`src/gsp_consts.vh`:
```
// constants for the axis group stop, pause and add-axis command block
//
// Operation
// - group index latched on trigger rising edge only
// - group stop touches interpolated motion only
// - stop rising edge halts, aborts buffered segments
// - stop done when halted, axes stay synchronized
// - stop held high rejects new path commands
// - stop falling edge releases group to state_a
// - method 0 ramps down, 1 halts at once
// - retrigger during ramp uses new deceleration
// - second stop on same group raises error
// - pause holds while its enable stays high
// - pause touches interpolated motion only
// - paused state_a group syncs but never runs
// - pause ramps down, done, segment stays active
// - path commands during pause stay buffered
// - pause falling edge resumes paused segment
// - pause retrigger during ramp uses new rate
// - second pause aborts first, uses its rate
// - add axis 0-63 to slot 0-7, done
// - trigger low keeps membership unchanged
// - slot 0..7 means X Y Z A B C H W
// - segment buffer holds eight entries per group
`ifndef GSP_CONSTS_VH
`define GSP_CONSTS_VH
// ---------------------------------------------------------------
// register byte offsets
// ---------------------------------------------------------------
`define GSP_OFF_CTRL 8'h00
`define GSP_OFF_SCFG0 8'h04
`define GSP_OFF_SCFG1 8'h08
`define GSP_OFF_PCFG0 8'h0C
`define GSP_OFF_PCFG1 8'h10
`define GSP_OFF_ADD 8'h14
`define GSP_OFF_PATH 8'h18
`define GSP_OFF_STAT 8'h1C
`define GSP_OFF_GSTAT 8'h20
`define GSP_OFF_QCNT 8'h24
`define GSP_OFF_MEMB 8'h28
`define GSP_OFF_ERRC 8'h2C
`define GSP_OFF_SPEED 8'h30
// ---------------------------------------------------------------
// control bits (trigger levels) and field positions
// ---------------------------------------------------------------
`define GSP_CTRL_W 6
`define GSP_BIT_PATH 5
`define GSP_BIT_ADD 4
`define GSP_METH_BIT 4
`define GSP_SLOT_LSB 8
`define GSP_AXIS_LSB 16
`define GSP_RATE_LSB 16
// ---------------------------------------------------------------
// command states and stop methods
// ---------------------------------------------------------------
`define GSP_ST_IDLE 2'h0
`define GSP_ST_BUSY 2'h1
`define GSP_ST_DONE 2'h2
`define GSP_ST_FAIL 2'h3
`define GSP_METH_RAMP 1'h0
`define GSP_METH_NOW 1'h1
// ---------------------------------------------------------------
// error codes, buffer depth, segment time, slot roles
// ---------------------------------------------------------------
`define GSP_ERR_NONE 16'h0000
`define GSP_ERR_MULTI 16'h0001
`define GSP_ERR_STOPPED 16'h0002
`define GSP_ERR_FULL 16'h0003
`define GSP_QDEPTH 4'h8
`define GSP_SEG_LEN 16'h0040
`define GSP_SLOT_X 3'h0
`define GSP_SLOT_Y 3'h1
`define GSP_SLOT_Z 3'h2
`define GSP_SLOT_A 3'h3
`define GSP_SLOT_B 3'h4
`define GSP_SLOT_C 3'h5
`define GSP_SLOT_H 3'h6
`define GSP_SLOT_W 3'h7
`endif

```
`src/gsp_edge.v`:
```
// rising and falling edge detector for trigger levels
`timescale 1ns/10ps
`default_nettype none
module gsp_edge #(
    parameter W = 6
) (
    input wire clk, // system clock
    input wire rst_b, // async reset, active low
    input wire [W-1:0] sig, // trigger levels
    output wire [W-1:0] rise, // one-cycle rising pulse
    output wire [W-1:0] fall // one-cycle falling pulse
);
    reg [W-1:0] prev_reg; // level seen last cycle

    // remember last level
    always @(posedge clk or negedge rst_b) begin
        if (!rst_b) begin
            prev_reg <= {W{1'b0}};
        end else begin
            prev_reg <= sig;
        end
    end

    assign rise = sig & ~prev_reg;
    assign fall = ~sig & prev_reg;
endmodule // gsp_edge
`default_nettype wire

```
`src/gsp_group.v`:
```
// one axis group: segment buffer, speed ramp, stop and pause hold
`timescale 1ns/10ps
`default_nettype none
`include "gsp_consts.vh"
module gsp_group #(
    parameter SEG_LEN = `GSP_SEG_LEN
) (
    input wire clk, // system clock
    input wire rst_b, // async reset, active low
    input wire stop_req, // a stop command holds this group
    input wire stop_now, // stop without ramp
    input wire pause_req, // a pause command holds this group
    input wire [15:0] decel, // speed drop per cycle
    input wire push, // accepted path segment
    input wire [15:0] push_spd, // segment speed
    output wire [15:0] speed, // interpolator speed
    output wire [3:0] qcnt, // buffered segments
    output wire sync, // axes in synchronized motion
    output wire halted // speed is zero
);
    reg [15:0] spd_reg; // current speed
    reg [15:0] tgt_reg; // segment speed
    reg [15:0] seg_reg; // cycles left in running segment
    reg [3:0] cnt_reg; // queue fill
    reg run_reg; // a segment is running
    reg sync_reg; // axis state, 0 means state_a
    reg stop_prev_reg; // stop level last cycle
    wire hold = stop_req | pause_req; // interpolation frozen
    wire s_rise = stop_req & ~stop_prev_reg;
    wire s_fall = ~stop_req & stop_prev_reg;
    wire pop = ~run_reg & (cnt_reg != 4'h0) & ~hold;
    wire seg_end = run_reg & ~hold & (seg_reg == 16'h0001);

    // speed ramp: hold ramps down, stop_now drops to zero at once, running segment goes to target
    always @(posedge clk or negedge rst_b) begin
        if (!rst_b) begin
            spd_reg <= 16'h0000;
        end else if (stop_req && stop_now) begin
            spd_reg <= 16'h0000;
        end else if (hold) begin
            spd_reg <= (spd_reg > decel) ? spd_reg - decel : 16'h0000;
        end else if (run_reg && !seg_end) begin
            spd_reg <= tgt_reg;
        end else begin
            spd_reg <= 16'h0000;
        end
    end

    // segment buffer and sequencing
    always @(posedge clk or negedge rst_b) begin
        if (!rst_b) begin
            cnt_reg <= 4'h0;
            run_reg <= 1'b0;
            seg_reg <= 16'h0000;
            tgt_reg <= 16'h0000;
            sync_reg <= 1'b0;
            stop_prev_reg <= 1'b0;
        end else begin
            stop_prev_reg <= stop_req;
            if (s_rise) begin
                cnt_reg <= 4'h0;
            end else if (s_fall) begin
                cnt_reg <= 4'h0;
                run_reg <= 1'b0;
                sync_reg <= 1'b0;
            end else begin
                if (push) begin
                    tgt_reg <= push_spd;
                    sync_reg <= 1'b1;
                end
                // buffered while held, never more than eight
                cnt_reg <= cnt_reg + {3'h0, push} - {3'h0, pop};
                if (pop) begin
                    run_reg <= 1'b1;
                    seg_reg <= SEG_LEN[15:0]; // segment length cut to the counter width
                end else if (seg_end) begin
                    run_reg <= 1'b0;
                    if (cnt_reg == 4'h0 && !push) begin
                        sync_reg <= 1'b0;
                    end
                end else if (run_reg && !hold) begin
                    seg_reg <= seg_reg - 16'h0001;
                end
            end
        end
    end

    assign speed = spd_reg;
    assign qcnt = cnt_reg;
    assign sync = sync_reg;
    assign halted = (spd_reg == 16'h0000);
endmodule // gsp_group
`default_nettype wire

```
`src/gsp_top.v`:
```
// group stop, group pause and add-axis command logic with APB registers
//
// Added by the designer: the register offsets and the APB slave port.
`timescale 1ns/10ps
`default_nettype none
`include "gsp_consts.vh"
module gsp_top #(
    parameter NG = 8, // groups
    parameter SEG_LEN = `GSP_SEG_LEN // cycles per path segment
) (
    input wire clk, // system clock, 100 MHz
    input wire rst_b, // async reset, active low
    input wire [7:0] paddr, // APB address
    input wire psel, // APB select
    input wire penable, // APB enable
    input wire pwrite, // APB write
    input wire [31:0] pwdata, // APB write data
    output wire [31:0] prdata, // APB read data
    output wire pready, // APB ready
    output wire pslverr, // APB error on unmapped address
    output wire [NG*16-1:0] grp_speed, // interpolator speed per group
    output wire [NG-1:0] grp_sync, // axes synchronized per group
    output wire [NG-1:0] grp_hold // interpolator held per group
);
    // ---------------------------------------------------------------
    // decode helpers
    // ---------------------------------------------------------------
    // command active on group g
    function gsp_on;
        input act;
        input [2:0] grp;
        input [2:0] g;
        begin
            gsp_on = act && (grp == g);
        end
    endfunction

    // ---------------------------------------------------------------
    // register storage
    // ---------------------------------------------------------------
    reg [`GSP_CTRL_W-1:0] ctrl_reg; // trigger levels
    reg [31:0] scfg0_reg; // stop 0: group, method, rate
    reg [31:0] scfg1_reg; // stop 1
    reg [31:0] pcfg0_reg; // pause 0: group, rate
    reg [31:0] pcfg1_reg; // pause 1
    reg [31:0] add_reg; // add: group, slot, axis
    reg [31:0] path_reg; // path: group, speed
    reg [15:0] errc_reg; // last error code
    reg [31:0] rdata_reg; // read data caught at setup
    reg rerr_reg; // unmapped address at setup
    reg [6:0] memb_mem [0:63]; // {valid, axis} per group and slot
    reg [1:0] add_st_reg; // add command state
    reg [1:0] path_st_reg; // path command state
    reg [2:0] add_grp_reg; // latched add group
    reg [2:0] add_slot_reg; // latched add slot
    reg [5:0] add_axis_reg; // latched axis number
    reg [2:0] path_grp_reg; // latched path group
    wire [`GSP_CTRL_W-1:0] rise; // trigger rising pulses
    wire [`GSP_CTRL_W-1:0] fall; // trigger falling pulses
    wire [63:0] scfg_v = {scfg1_reg, scfg0_reg};
    wire [63:0] pcfg_v = {pcfg1_reg, pcfg0_reg};
    wire [1:0] st_act; // stop instance holds its group
    wire [5:0] st_grp; // stop instance groups
    wire [1:0] st_meth; // stop instance methods
    wire [1:0] st_clash; // stop rejected by other stop
    wire [7:0] st_stat; // stop status nibbles
    wire [1:0] pa_act; // pause instance holds its group
    wire [5:0] pa_grp; // pause instance groups
    wire [7:0] pa_stat; // pause status nibbles
    wire [NG-1:0] g_stop; // stop level per group
    wire [NG-1:0] g_pause; // pause level per group
    wire [NG-1:0] g_halt; // speed zero per group
    wire [NG*4-1:0] g_qcnt; // queue fill per group
    wire wr = psel & penable & pwrite; // write takes effect
    wire [2:0] pgrp = path_reg[2:0];
    wire path_rej_stop = g_stop[pgrp];
    wire path_rej_full = (g_qcnt[pgrp*4 +: 4] == `GSP_QDEPTH);
    wire path_ok = rise[`GSP_BIT_PATH] & ~path_rej_stop & ~path_rej_full;

    // ---------------------------------------------------------------
    // trigger edges
    // ---------------------------------------------------------------
    gsp_edge #(
        .W(`GSP_CTRL_W)
    ) u_edge (
        .clk(clk),
        .rst_b(rst_b),
        .sig(ctrl_reg),
        .rise(rise),
        .fall(fall)
    );

    // ---------------------------------------------------------------
    // APB slave
    // ---------------------------------------------------------------
    // register writes in the access phase
    always @(posedge clk or negedge rst_b) begin
        if (!rst_b) begin
            ctrl_reg <= {`GSP_CTRL_W{1'b0}};
            scfg0_reg <= 32'h00000000;
            scfg1_reg <= 32'h00000000;
            pcfg0_reg <= 32'h00000000;
            pcfg1_reg <= 32'h00000000;
            add_reg <= 32'h00000000;
            path_reg <= 32'h00000000;
        end else if (wr) begin
            case (paddr)
                `GSP_OFF_CTRL: ctrl_reg <= pwdata[`GSP_CTRL_W-1:0];
                `GSP_OFF_SCFG0: scfg0_reg <= pwdata;
                `GSP_OFF_SCFG1: scfg1_reg <= pwdata;
                `GSP_OFF_PCFG0: pcfg0_reg <= pwdata;
                `GSP_OFF_PCFG1: pcfg1_reg <= pwdata;
                `GSP_OFF_ADD: add_reg <= pwdata;
                `GSP_OFF_PATH: path_reg <= pwdata;
                default: ctrl_reg <= ctrl_reg; // read-only or unmapped
            endcase
        end
    end

    // read data and error caught in the setup phase
    always @(posedge clk or negedge rst_b) begin
        if (!rst_b) begin
            rdata_reg <= 32'h00000000;
            rerr_reg <= 1'b0;
        end else if (psel && !penable) begin
            rerr_reg <= 1'b0;
            case (paddr)
                `GSP_OFF_CTRL: rdata_reg <= {26'h0000000, ctrl_reg};
                `GSP_OFF_SCFG0: rdata_reg <= scfg0_reg;
                `GSP_OFF_SCFG1: rdata_reg <= scfg1_reg;
                `GSP_OFF_PCFG0: rdata_reg <= pcfg0_reg;
                `GSP_OFF_PCFG1: rdata_reg <= pcfg1_reg;
                `GSP_OFF_ADD: rdata_reg <= add_reg;
                `GSP_OFF_PATH: rdata_reg <= path_reg;
                `GSP_OFF_STAT: rdata_reg <= {8'h00, path_st_reg == `GSP_ST_FAIL, 1'b0, 1'b0,
                    path_st_reg == `GSP_ST_DONE, add_st_reg == `GSP_ST_FAIL, 1'b0,
                    add_st_reg == `GSP_ST_BUSY, add_st_reg == `GSP_ST_DONE, pa_stat, st_stat};
                `GSP_OFF_GSTAT: rdata_reg <= {g_stop, g_pause, g_halt, grp_sync};
                `GSP_OFF_QCNT: rdata_reg <= g_qcnt;
                `GSP_OFF_MEMB: rdata_reg <= {25'h0000000,
                    memb_mem[{add_reg[2:0], add_reg[`GSP_SLOT_LSB +: 3]}]};
                `GSP_OFF_ERRC: rdata_reg <= {16'h0000, errc_reg};
                `GSP_OFF_SPEED: rdata_reg <= {16'h0000, grp_speed[pgrp*16 +: 16]};
                default: begin
                    rdata_reg <= 32'h00000000;
                    rerr_reg <= 1'b1; // unmapped
                end
            endcase
        end
    end

    assign prdata = rdata_reg;
    assign pready = 1'b1;
    assign pslverr = psel & penable & rerr_reg;

    // ---------------------------------------------------------------
    // group stop commands
    // ---------------------------------------------------------------
    genvar k;
    generate
        for (k = 0; k < 2; k = k + 1) begin : g_stop_cmd
            reg [1:0] st_reg; // command state
            reg [2:0] grp_reg; // latched group
            reg meth_reg; // latched method
            wire [31:0] cfg = scfg_v[k*32 +: 32];
            // another stop already running with trigger high on this group
            wire clash = gsp_on(st_act[1-k], st_grp[(1-k)*3 +: 3], cfg[2:0]);

            // stop state: busy while ramping, done when halted
            always @(posedge clk or negedge rst_b) begin
                if (!rst_b) begin
                    st_reg <= `GSP_ST_IDLE;
                    grp_reg <= 3'h0;
                    meth_reg <= `GSP_METH_RAMP;
                end else if (fall[k]) begin
                    st_reg <= `GSP_ST_IDLE;
                end else if (rise[k]) begin
                    grp_reg <= cfg[2:0];
                    meth_reg <= cfg[`GSP_METH_BIT];
                    st_reg <= clash ? `GSP_ST_FAIL : `GSP_ST_BUSY;
                end else if (st_reg == `GSP_ST_BUSY && g_halt[grp_reg]) begin
                    st_reg <= `GSP_ST_DONE;
                end
            end

            assign st_act[k] = (st_reg == `GSP_ST_BUSY) || (st_reg == `GSP_ST_DONE);
            assign st_grp[k*3 +: 3] = grp_reg;
            assign st_meth[k] = meth_reg;
            assign st_clash[k] = rise[k] & clash;
            assign st_stat[k*4 +: 4] = {st_reg == `GSP_ST_FAIL, 1'b0,
                st_reg == `GSP_ST_BUSY, st_reg == `GSP_ST_DONE};
        end
    endgenerate

    // ---------------------------------------------------------------
    // group pause commands
    // ---------------------------------------------------------------
    generate
        for (k = 0; k < 2; k = k + 1) begin : g_pause_cmd
            reg [1:0] st_reg; // command state, FAIL means aborted
            reg [2:0] grp_reg; // latched group
            wire [31:0] ocfg = pcfg_v[(1-k)*32 +: 32];
            wire act = (st_reg == `GSP_ST_BUSY) || (st_reg == `GSP_ST_DONE);
            // the other pause newly triggered on this group takes over
            wire taken = rise[3-k] && act && (ocfg[2:0] == grp_reg);

            // pause state: level held, done once the ramp ends
            always @(posedge clk or negedge rst_b) begin
                if (!rst_b) begin
                    st_reg <= `GSP_ST_IDLE;
                    grp_reg <= 3'h0;
                end else if (fall[2+k]) begin
                    st_reg <= `GSP_ST_IDLE;
                end else if (rise[2+k]) begin
                    grp_reg <= pcfg_v[k*32 +: 3];
                    st_reg <= `GSP_ST_BUSY;
                end else if (taken) begin
                    st_reg <= `GSP_ST_FAIL;
                end else if (st_reg == `GSP_ST_BUSY && g_halt[grp_reg]) begin
                    st_reg <= `GSP_ST_DONE;
                end
            end

            assign pa_act[k] = act;
            assign pa_grp[k*3 +: 3] = grp_reg;
            assign pa_stat[k*4 +: 4] = {1'b0, st_reg == `GSP_ST_FAIL,
                st_reg == `GSP_ST_BUSY, st_reg == `GSP_ST_DONE};
        end
    endgenerate

    // ---------------------------------------------------------------
    // add-axis and path commands
    // ---------------------------------------------------------------
    // add: one busy cycle, then membership written and done
    always @(posedge clk or negedge rst_b) begin
        if (!rst_b) begin
            add_st_reg <= `GSP_ST_IDLE;
            add_grp_reg <= 3'h0;
            add_slot_reg <= `GSP_SLOT_X;
            add_axis_reg <= 6'h00;
        end else if (fall[`GSP_BIT_ADD]) begin
            add_st_reg <= `GSP_ST_IDLE;
        end else if (rise[`GSP_BIT_ADD]) begin
            add_grp_reg <= add_reg[2:0];
            add_slot_reg <= add_reg[`GSP_SLOT_LSB +: 3];
            add_axis_reg <= add_reg[`GSP_AXIS_LSB +: 6];
            add_st_reg <= `GSP_ST_BUSY;
        end else if (add_st_reg == `GSP_ST_BUSY) begin
            add_st_reg <= `GSP_ST_DONE;
        end
    end

    // membership table, cleared at reset, kept when trigger drops
    integer i;
    always @(posedge clk or negedge rst_b) begin
        if (!rst_b) begin
            for (i = 0; i < 64; i = i + 1) begin
                memb_mem[i] <= 7'h00;
            end
        end else if (add_st_reg == `GSP_ST_BUSY && !fall[`GSP_BIT_ADD]) begin
            memb_mem[{add_grp_reg, add_slot_reg}] <= {1'b1, add_axis_reg};
        end
    end

    // path command: accepted into buffer or refused
    always @(posedge clk or negedge rst_b) begin
        if (!rst_b) begin
            path_st_reg <= `GSP_ST_IDLE;
            path_grp_reg <= 3'h0;
        end else if (fall[`GSP_BIT_PATH]) begin
            path_st_reg <= `GSP_ST_IDLE;
        end else if (rise[`GSP_BIT_PATH]) begin
            path_grp_reg <= pgrp;
            path_st_reg <= path_ok ? `GSP_ST_DONE : `GSP_ST_FAIL;
        end
    end

    // last error code
    always @(posedge clk or negedge rst_b) begin
        if (!rst_b) begin
            errc_reg <= `GSP_ERR_NONE;
        end else if (|st_clash) begin
            errc_reg <= `GSP_ERR_MULTI;
        end else if (rise[`GSP_BIT_PATH] && path_rej_stop) begin
            errc_reg <= `GSP_ERR_STOPPED;
        end else if (rise[`GSP_BIT_PATH] && path_rej_full) begin
            errc_reg <= `GSP_ERR_FULL;
        end
    end

    // ---------------------------------------------------------------
    // groups; single-axis motion never passes through here
    // ---------------------------------------------------------------
    genvar g;
    generate
        for (g = 0; g < NG; g = g + 1) begin : g_grp
            wire s0 = gsp_on(st_act[0], st_grp[2:0], g);
            wire s1 = gsp_on(st_act[1], st_grp[5:3], g);
            wire q0 = gsp_on(pa_act[0], pa_grp[2:0], g);
            wire q1 = gsp_on(pa_act[1], pa_grp[5:3], g);
            // live rate: stop before pause, newest pause only
            wire [15:0] rate = s1 ? scfg1_reg[`GSP_RATE_LSB +: 16] :
                s0 ? scfg0_reg[`GSP_RATE_LSB +: 16] :
                q1 ? pcfg1_reg[`GSP_RATE_LSB +: 16] :
                pcfg0_reg[`GSP_RATE_LSB +: 16];

            assign g_stop[g] = s0 | s1;
            assign g_pause[g] = q0 | q1;

            gsp_group #(
                .SEG_LEN(SEG_LEN)
            ) u_grp (
                .clk(clk),
                .rst_b(rst_b),
                .stop_req(g_stop[g]),
                .stop_now(s1 ? st_meth[1] : st_meth[0]),
                .pause_req(g_pause[g]),
                .decel(rate),
                .push(path_ok && (pgrp == g)),
                .push_spd(path_reg[`GSP_RATE_LSB +: 16]),
                .speed(grp_speed[g*16 +: 16]),
                .qcnt(g_qcnt[g*4 +: 4]),
                .sync(grp_sync[g]),
                .halted(g_halt[g])
            );
        end
    endgenerate

    assign grp_hold = g_stop | g_pause;
endmodule // gsp_top
`default_nettype wire

```
`config.mk`:
```
export PLATFORM = sky130hd
export DESIGN_NAME = gsp_top
export DESIGN_NICKNAME = d
export VERILOG_FILES = /design/src/gsp_edge.v /design/src/gsp_group.v /design/src/gsp_top.v
export VERILOG_INCLUDE_DIRS = /design/src /design/src/src
export SDC_FILE = /design/constraint.sdc
export NUM_CORES = 2
export LEC_CHECK = 0
export BUFFER_PORTS_ARGS = -buffer_cell sky130_fd_sc_hd__buf_4
export CAP_MARGIN = 10
export CORE_MARGIN = 8
export CORE_UTILIZATION = 59
export CTS_CLUSTER_DIAMETER = 100
export DETAILED_ROUTE_END_ITERATION = 8
export GPL_TIMING_DRIVEN = 1
export PLACE_DENSITY = 0.8
export SYNTH_ARGS = -nofsm -noshare
export SYNTH_HDL_FRONTEND = slang
export SYNTH_SLANG_ARGS = --single-unit
```
`constraint.sdc`:
```
create_clock -name clk -period 12.3 [get_ports clk]
set_input_delay 2.46 -clock clk [delete_from_list [all_inputs] [get_ports clk]]
set_output_delay 2.46 -clock clk [all_outputs]
set_load 0.01 [all_outputs]
```
# --- After elaboration in Yosys (flattened, before gate mapping) ---
# Cells that the tools add are included.
word_totals:
  reg_bits: 1179
  input_bits: 45
  output_inout_bits: 178
  elab_cells: 841
classes:
  n_addsub: 32
  magnitude_cmp: 16
  eq_ne: 85
  n_shift: 2
  mux: 211
  bitwise: 141
  n_reduce_logical: 208
ops:
  columns: ["cell", "count"]
  rows:
  - ["$mux 16", 83]
  - ["$bwmux 448", 1]
  - ["$pmux 32 s13", 1]
  - ["$eq 16x1->1 const B", 8]
  - ["$gt 16x16->1", 8]
  - ["$logic_not 16->1", 8]
  - ["$shiftx 128x8->16", 1]
  - ["$sub 16x1->16 const B", 8]
  - ["$sub 16x16->16", 8]
  - ["$logic_and 1x1->1", 87]
  - ["$mux 1", 79]
  - ["$mux 4", 16]
  - ["$eq 3x3->1 const B", 20]
  - ["$and 1x1->1", 55]
  - ["$not 1->1", 55]
  - ["$bmux 7 s6", 1]
  - ["$demux 7 s6", 1]
  - ["$mux 2", 21]
  - ["$eq 8x6->1 const B", 5]
  - ["$reduce_and 2->1", 20]
  - ["$reduce_bool 4->1", 10]
  - ["$reduce_bool 3->1", 12]
  - ["$add 4x1->4", 8]
  - ["$eq 8x5->1 const B", 4]
  - ["31 further kinds", 175]

# --- Longest topological paths before layout ---
logic_depth:
  depth_word: 16
  depth_mapped: 21
  mapped_depth_nobuf: 18

# --- Hierarchy ---
# Synthesis repeated with hierarchy kept, for this count alone.
hier_totals:
  cells_unflattened: 5892
  hier_area_um2: 65257.6
modules_own_cells:
  columns: ["module", "n_inst", "cells_each", "area_per_inst_um2", "seq_area_each_um2"]
  rows:
  - ["gsp_top", 1, 3011, 37786.2, 17992.3]
  - ["gsp_group (g_grp[0].u_grp ...)", 5, 363, 3418.3, 1376.3]
  - ["gsp_group (g_grp[5].u_grp ...)", 2, 351, 3365.7, 1376.3]
  - ["gsp_group (g_grp[7].u_grp)", 1, 346, 3393.3, 1376.3]
  - ["gsp_edge", 1, 18, 255.2, 150.1]

# --- Least setup slack after synthesis ---
# Ideal clock, no wire load.
synth_path:
  path_kind: "input to output"
  from: "input port penable"
  to: "output port pslverr"
  arrival_ps: 2640
  required_time_ps: 9840
  slack_ps: 7200
  cell_stages: 1
  n_path_buf: 0
  path_cell_list: "and3_1"
synth_via:
  elab_chain_cells: 2
synth_lines:
  columns: ["element", "line_no", "text"]
  rows:
  - ["from (decl)", "gsp_top.v:15", "input wire penable,"]
  - ["$and 1x1->1 (2 in a row)", "gsp_top.v:154", "assign pslverr = psel & penable & rerr_reg;"]
  - ["to (decl)", "gsp_top.v:20", "output wire pslverr,"]
# No other way between the ends.

# --- Worst setup path after layout ---
layout_path:
  from: "register g_pause_cmd[1].st_reg[0]"
  to: "output port grp_hold[5]"
layout_via:
  elab_chain_cells: 5
  elab_cells_between_ends: 6
  cone_classes: "eq/ne: 2; bitwise: 2; reduce/logical: 2"
layout_lines:
  columns: ["element", "line_no", "text"]
  rows:
  - ["from (decl)", "gsp_top.v:200", "reg [1:0] st_reg;"]
  - ["from (signal assigned)", "gsp_top.v:210", "st_reg <= `GSP_ST_IDLE;"]
  - ["from (signal assigned)", "gsp_top.v:213", "st_reg <= `GSP_ST_IDLE;"]
  - ["from (signal assigned)", "gsp_top.v:216", "st_reg <= `GSP_ST_BUSY;"]
  - ["$eq 2x1->1 (no source line) / $eq 2x2->1 (equally long branches)", null, null]
  - ["$logic_or 1x1->1 (*)", "gsp_top.v:203", "wire act = (st_reg == `GSP_ST_BUSY) || (st_reg == `GSP_ST_DONE);"]
  - ["$logic_and 1x1->1 (*)", "gsp_top.v:34", "gsp_on = act && (grp == g);"]
  - ["$or 1x1->1 (*)", "gsp_top.v:308", "assign g_pause[g] = q0 | q1;"]
  - ["$or 8x8->8 (*)", "gsp_top.v:329", "assign grp_hold = g_stop | g_pause;"]
  - ["to (decl)", "gsp_top.v:23", "output wire [NG-1:0] grp_hold"]
# Mark *: on every way between the ends. The rest lies on a longest branch, timed or not.

==> metrics <==
DRT antenna net count 0; Worst Hold End memb_mem[97]; overall die area 0.121 sq mm; CTS tree done; number of instances on the worst hold path 1; wire length after detailed routing 223000 um; ports placed on the boundary 223; first-pass iteration count of the detailed router 7; post-route cell area 0.0720 sq mm; effective utilization at floorplan 0.591; GRT Residual Overflow 0; final worst-path cycle share 0.518; synthesized-area fraction occupied by adder cells 0.0480; global placement routability congestion 1.04; startpoint of the most critical register-to-register path g_stop_cmd[1].st_reg[0]; First DRT Iteration DRCs 6307; relative slew slack 0.100; Post-Synth XOR/XNOR Area 0.0260; Distinct cells, synth 102; number of nets in the layout 6258; number of buffers inserted by hold repair at cts 0; number of buffers inserted by post-CTS setup repair 0; Worst EP required 9.84 ns; initial antenna violation count 20; Clk pin slew, worst setup/hold paths 0.06 ns; Root Buffer Master sky130_fd_sc_hd__clkbuf_16; global-route wire length before repair 330000 um; peak ir drop on the vdd network 164 uV; worst reg-to-reg path cell count 15; Layout area overhead 10.7%; number of synthesized register bits 1165; arrival time of data at the critical path endpoint 3.91 ns; final count of hold timing violations 0; clock sinks 1165; Post-synth top flop sky130_fd_sc_hd__dfrtp_1; setup violation total in the final timing report 0; maximum clock rate 157 MHz; outcome finished, final reports clean; yosys synthesis warning count 0; power per cell area 143 mW/mm^2; Die Width 348 um; vias in the first global route 50.7k; max-cap violation count 0; Wirelength per Cell 29.4 um; reg2reg setup slack 6.68 ns; startpoint of the most critical hold path memb_mem[97]; DP Wirelength 154000 um; post-cts sizing count 0; overall via count from detail_route 51.5k; largest net degree at the start of global routing 200; RR Endpoint g_grp[4].u_grp.speed[13]; synthesized-area fraction occupied by ao, oa, aoi and oai cells 0.105; chip height 348 um; critical path startpoint category flop; count of flip-flops with a built-in enable after synthesis 0; setup repair after global routing missed its margin no; main combinational cell family by area after synthesis multiplexers; Max Buffers Root-to-Sink 3; post-synthesis simple-gate area fraction 0.134; layout cell share with drive strength beyond 1 0.260; number of H-tree levels 3; Worst setup EP type output pin; mean post-synth cell area 10.9 sq um; Least-Margin Pin Slew 1.35 ns; register containing the most flip-flops in the final layout memb_mem; input/output buffers 221; number of buffers inserted during clock tree synthesis 118; skew final 0.0734 ns; max reg flops 448; worst-path maximum fanout 17; Leak Pwr 0.0346 uW; FFs w/ async S/R, synth 1.00; Final Hold Slack 0.464 ns; min cycle time layout 6.37 ns; Hold Path Class flop to flop; Syn Nets 6232; final setup TNS 0 ns; vias per cell 6.80; commonest cells after routing, fill and taps aside sky130_fd_sc_hd__dfrtp_1, sky130_fd_sc_hd__mux2_2, sky130_fd_sc_hd__nand2_1, sky130_fd_sc_hd__nor2_1, sky130_fd_sc_hd__buf_4; sequential fraction of the synthesis area 0.448; clock latency on the worst-skew pair 0.76 ns; standard-cell row count 122; synthesized cell area 0.0651 sq mm; CORE AREA 0.110 sq mm; final count of pins violating max slew 0; DRC violation count after routing 0; overall track demand over capacity in global routing 0.359; multiplexer fraction of the synthesized cell area 0.203; synthesized netlist cell count 5947; class of the most critical setup path flop to output pin; most common cell after layout, fill and taps aside sky130_fd_sc_hd__dfrtp_1; standard cell area after detailed placement 0.0678 sq mm
[per-layer routing]
layer	vias up	GRT usage	wire length, um
li1	21700	-	-
met4	12	0.227	17700
met5	-	0.00440	92
met2	3242	0.534	96500
met3	961	0.113	27500
met1	25600	0.456	81400
[synth_stat cells (67+ instances only)]
| cell | n | area (sq um) |
|---|---|---|
| sky130_fd_sc_hd__a22oi_1 | 149 | 1120 |
| sky130_fd_sc_hd__buf_1 | 81 | 304 |
| sky130_fd_sc_hd__mux4_2 | 169 | 3810 |
| sky130_fd_sc_hd__mux2_2 | 768 | 8650 |
| sky130_fd_sc_hd__inv_1 | 166 | 623 |
| sky130_fd_sc_hd__nand2b_1 | 67 | 419 |
| sky130_fd_sc_hd__xnor2_1 | 96 | 841 |
| sky130_fd_sc_hd__nor2_1 | 431 | 1620 |
| sky130_fd_sc_hd__nand3_1 | 168 | 841 |
| sky130_fd_sc_hd__clkbuf_1 | 242 | 908 |
| sky130_fd_sc_hd__ha_1 | 224 | 2800 |
| sky130_fd_sc_hd__nand2_1 | 553 | 2080 |
| sky130_fd_sc_hd__a21oi_1 | 222 | 1110 |
| sky130_fd_sc_hd__o21ai_0 | 246 | 1230 |
| sky130_fd_sc_hd__nor3_1 | 76 | 380 |
| sky130_fd_sc_hd__dfrtp_1 | 1165 | 29200 |
| sky130_fd_sc_hd__xor2_1 | 97 | 850 |
| sky130_fd_sc_hd__nor4_1 | 82 | 513 |
[worst max path at each step]
stage,from,endpoint,slack (ns),cells past startpoint
after global routing,g_stop_cmd[0].st_reg[0],grp_hold[6],5.83,9
after global placement,g_stop_cmd[0].st_reg[0],grp_hold[6],6.39,8
after floorplan,penable,pslverr,7.20,1
after CTS,g_stop_cmd[0].st_reg[0],grp_hold[6],5.55,8
after detailed placement,g_stop_cmd[0].st_reg[0],grp_hold[6],6.37,8
final,g_pause_cmd[1].st_reg[0],grp_hold[5],5.93,7
[where the power goes]
part           switching [uW]  internal, uW
Sequential                312          4090
Clock                    1610          2230
Combinational            1230           822
Total                    3150          7140
[through the flow]
stage           util  setup slack (ns)  total power, uW  instances
3_5_place_dp   0.616              6.37             6440       7338
2_1_floorplan      -              7.20             5790       5947
6_report       0.654              5.93            10300       7580
4_1_cts        0.654              5.55            10300       7562
5_1_grt        0.654              5.83            10700       7565
3_3_place_gp   0.616              6.39             6370       7338
[area by class of cell]
| cell class | instances | area (sq um) |
|---|---|---|
| Antenna cell | 15 | 37.5 |
| Clock buffer | 170 | 3410 |
| Clock inverter | 54 | 767 |
| Fill cell | 8211 | 38100 |
| Inverter | 171 | 642 |
| Multi-Input combinational cell | 4206 | 33700 |
| Sequential cell | 1165 | 29200 |
| Tap cell | 1488 | 1860 |
| Timing Repair Buffer | 311 | 2400 |
[logic make-up after synthesis]
kind of cell,Yosys count
AOI/OAI and AO/OA,1017
xor gates and xnor gates,193
adders and majority gates,240
other,1
muxes,1006
DFF,1165
buffers and inverters,576
and+or+nand+nor,1749
[critical path, cell delays in order, from the launching register on]
cell                        delay [ns]
sky130_fd_sc_hd__dfrtp_1          0.42
sky130_fd_sc_hd__inv_1            0.06
sky130_fd_sc_hd__ha_1             0.56
sky130_fd_sc_hd__nand4bb_1        0.90
sky130_fd_sc_hd__o31a_1           0.41
sky130_fd_sc_hd__and2_1           0.29
sky130_fd_sc_hd__inv_1            0.29
sky130_fd_sc_hd__buf_4            0.20
(Power assumes the default switching activity.)
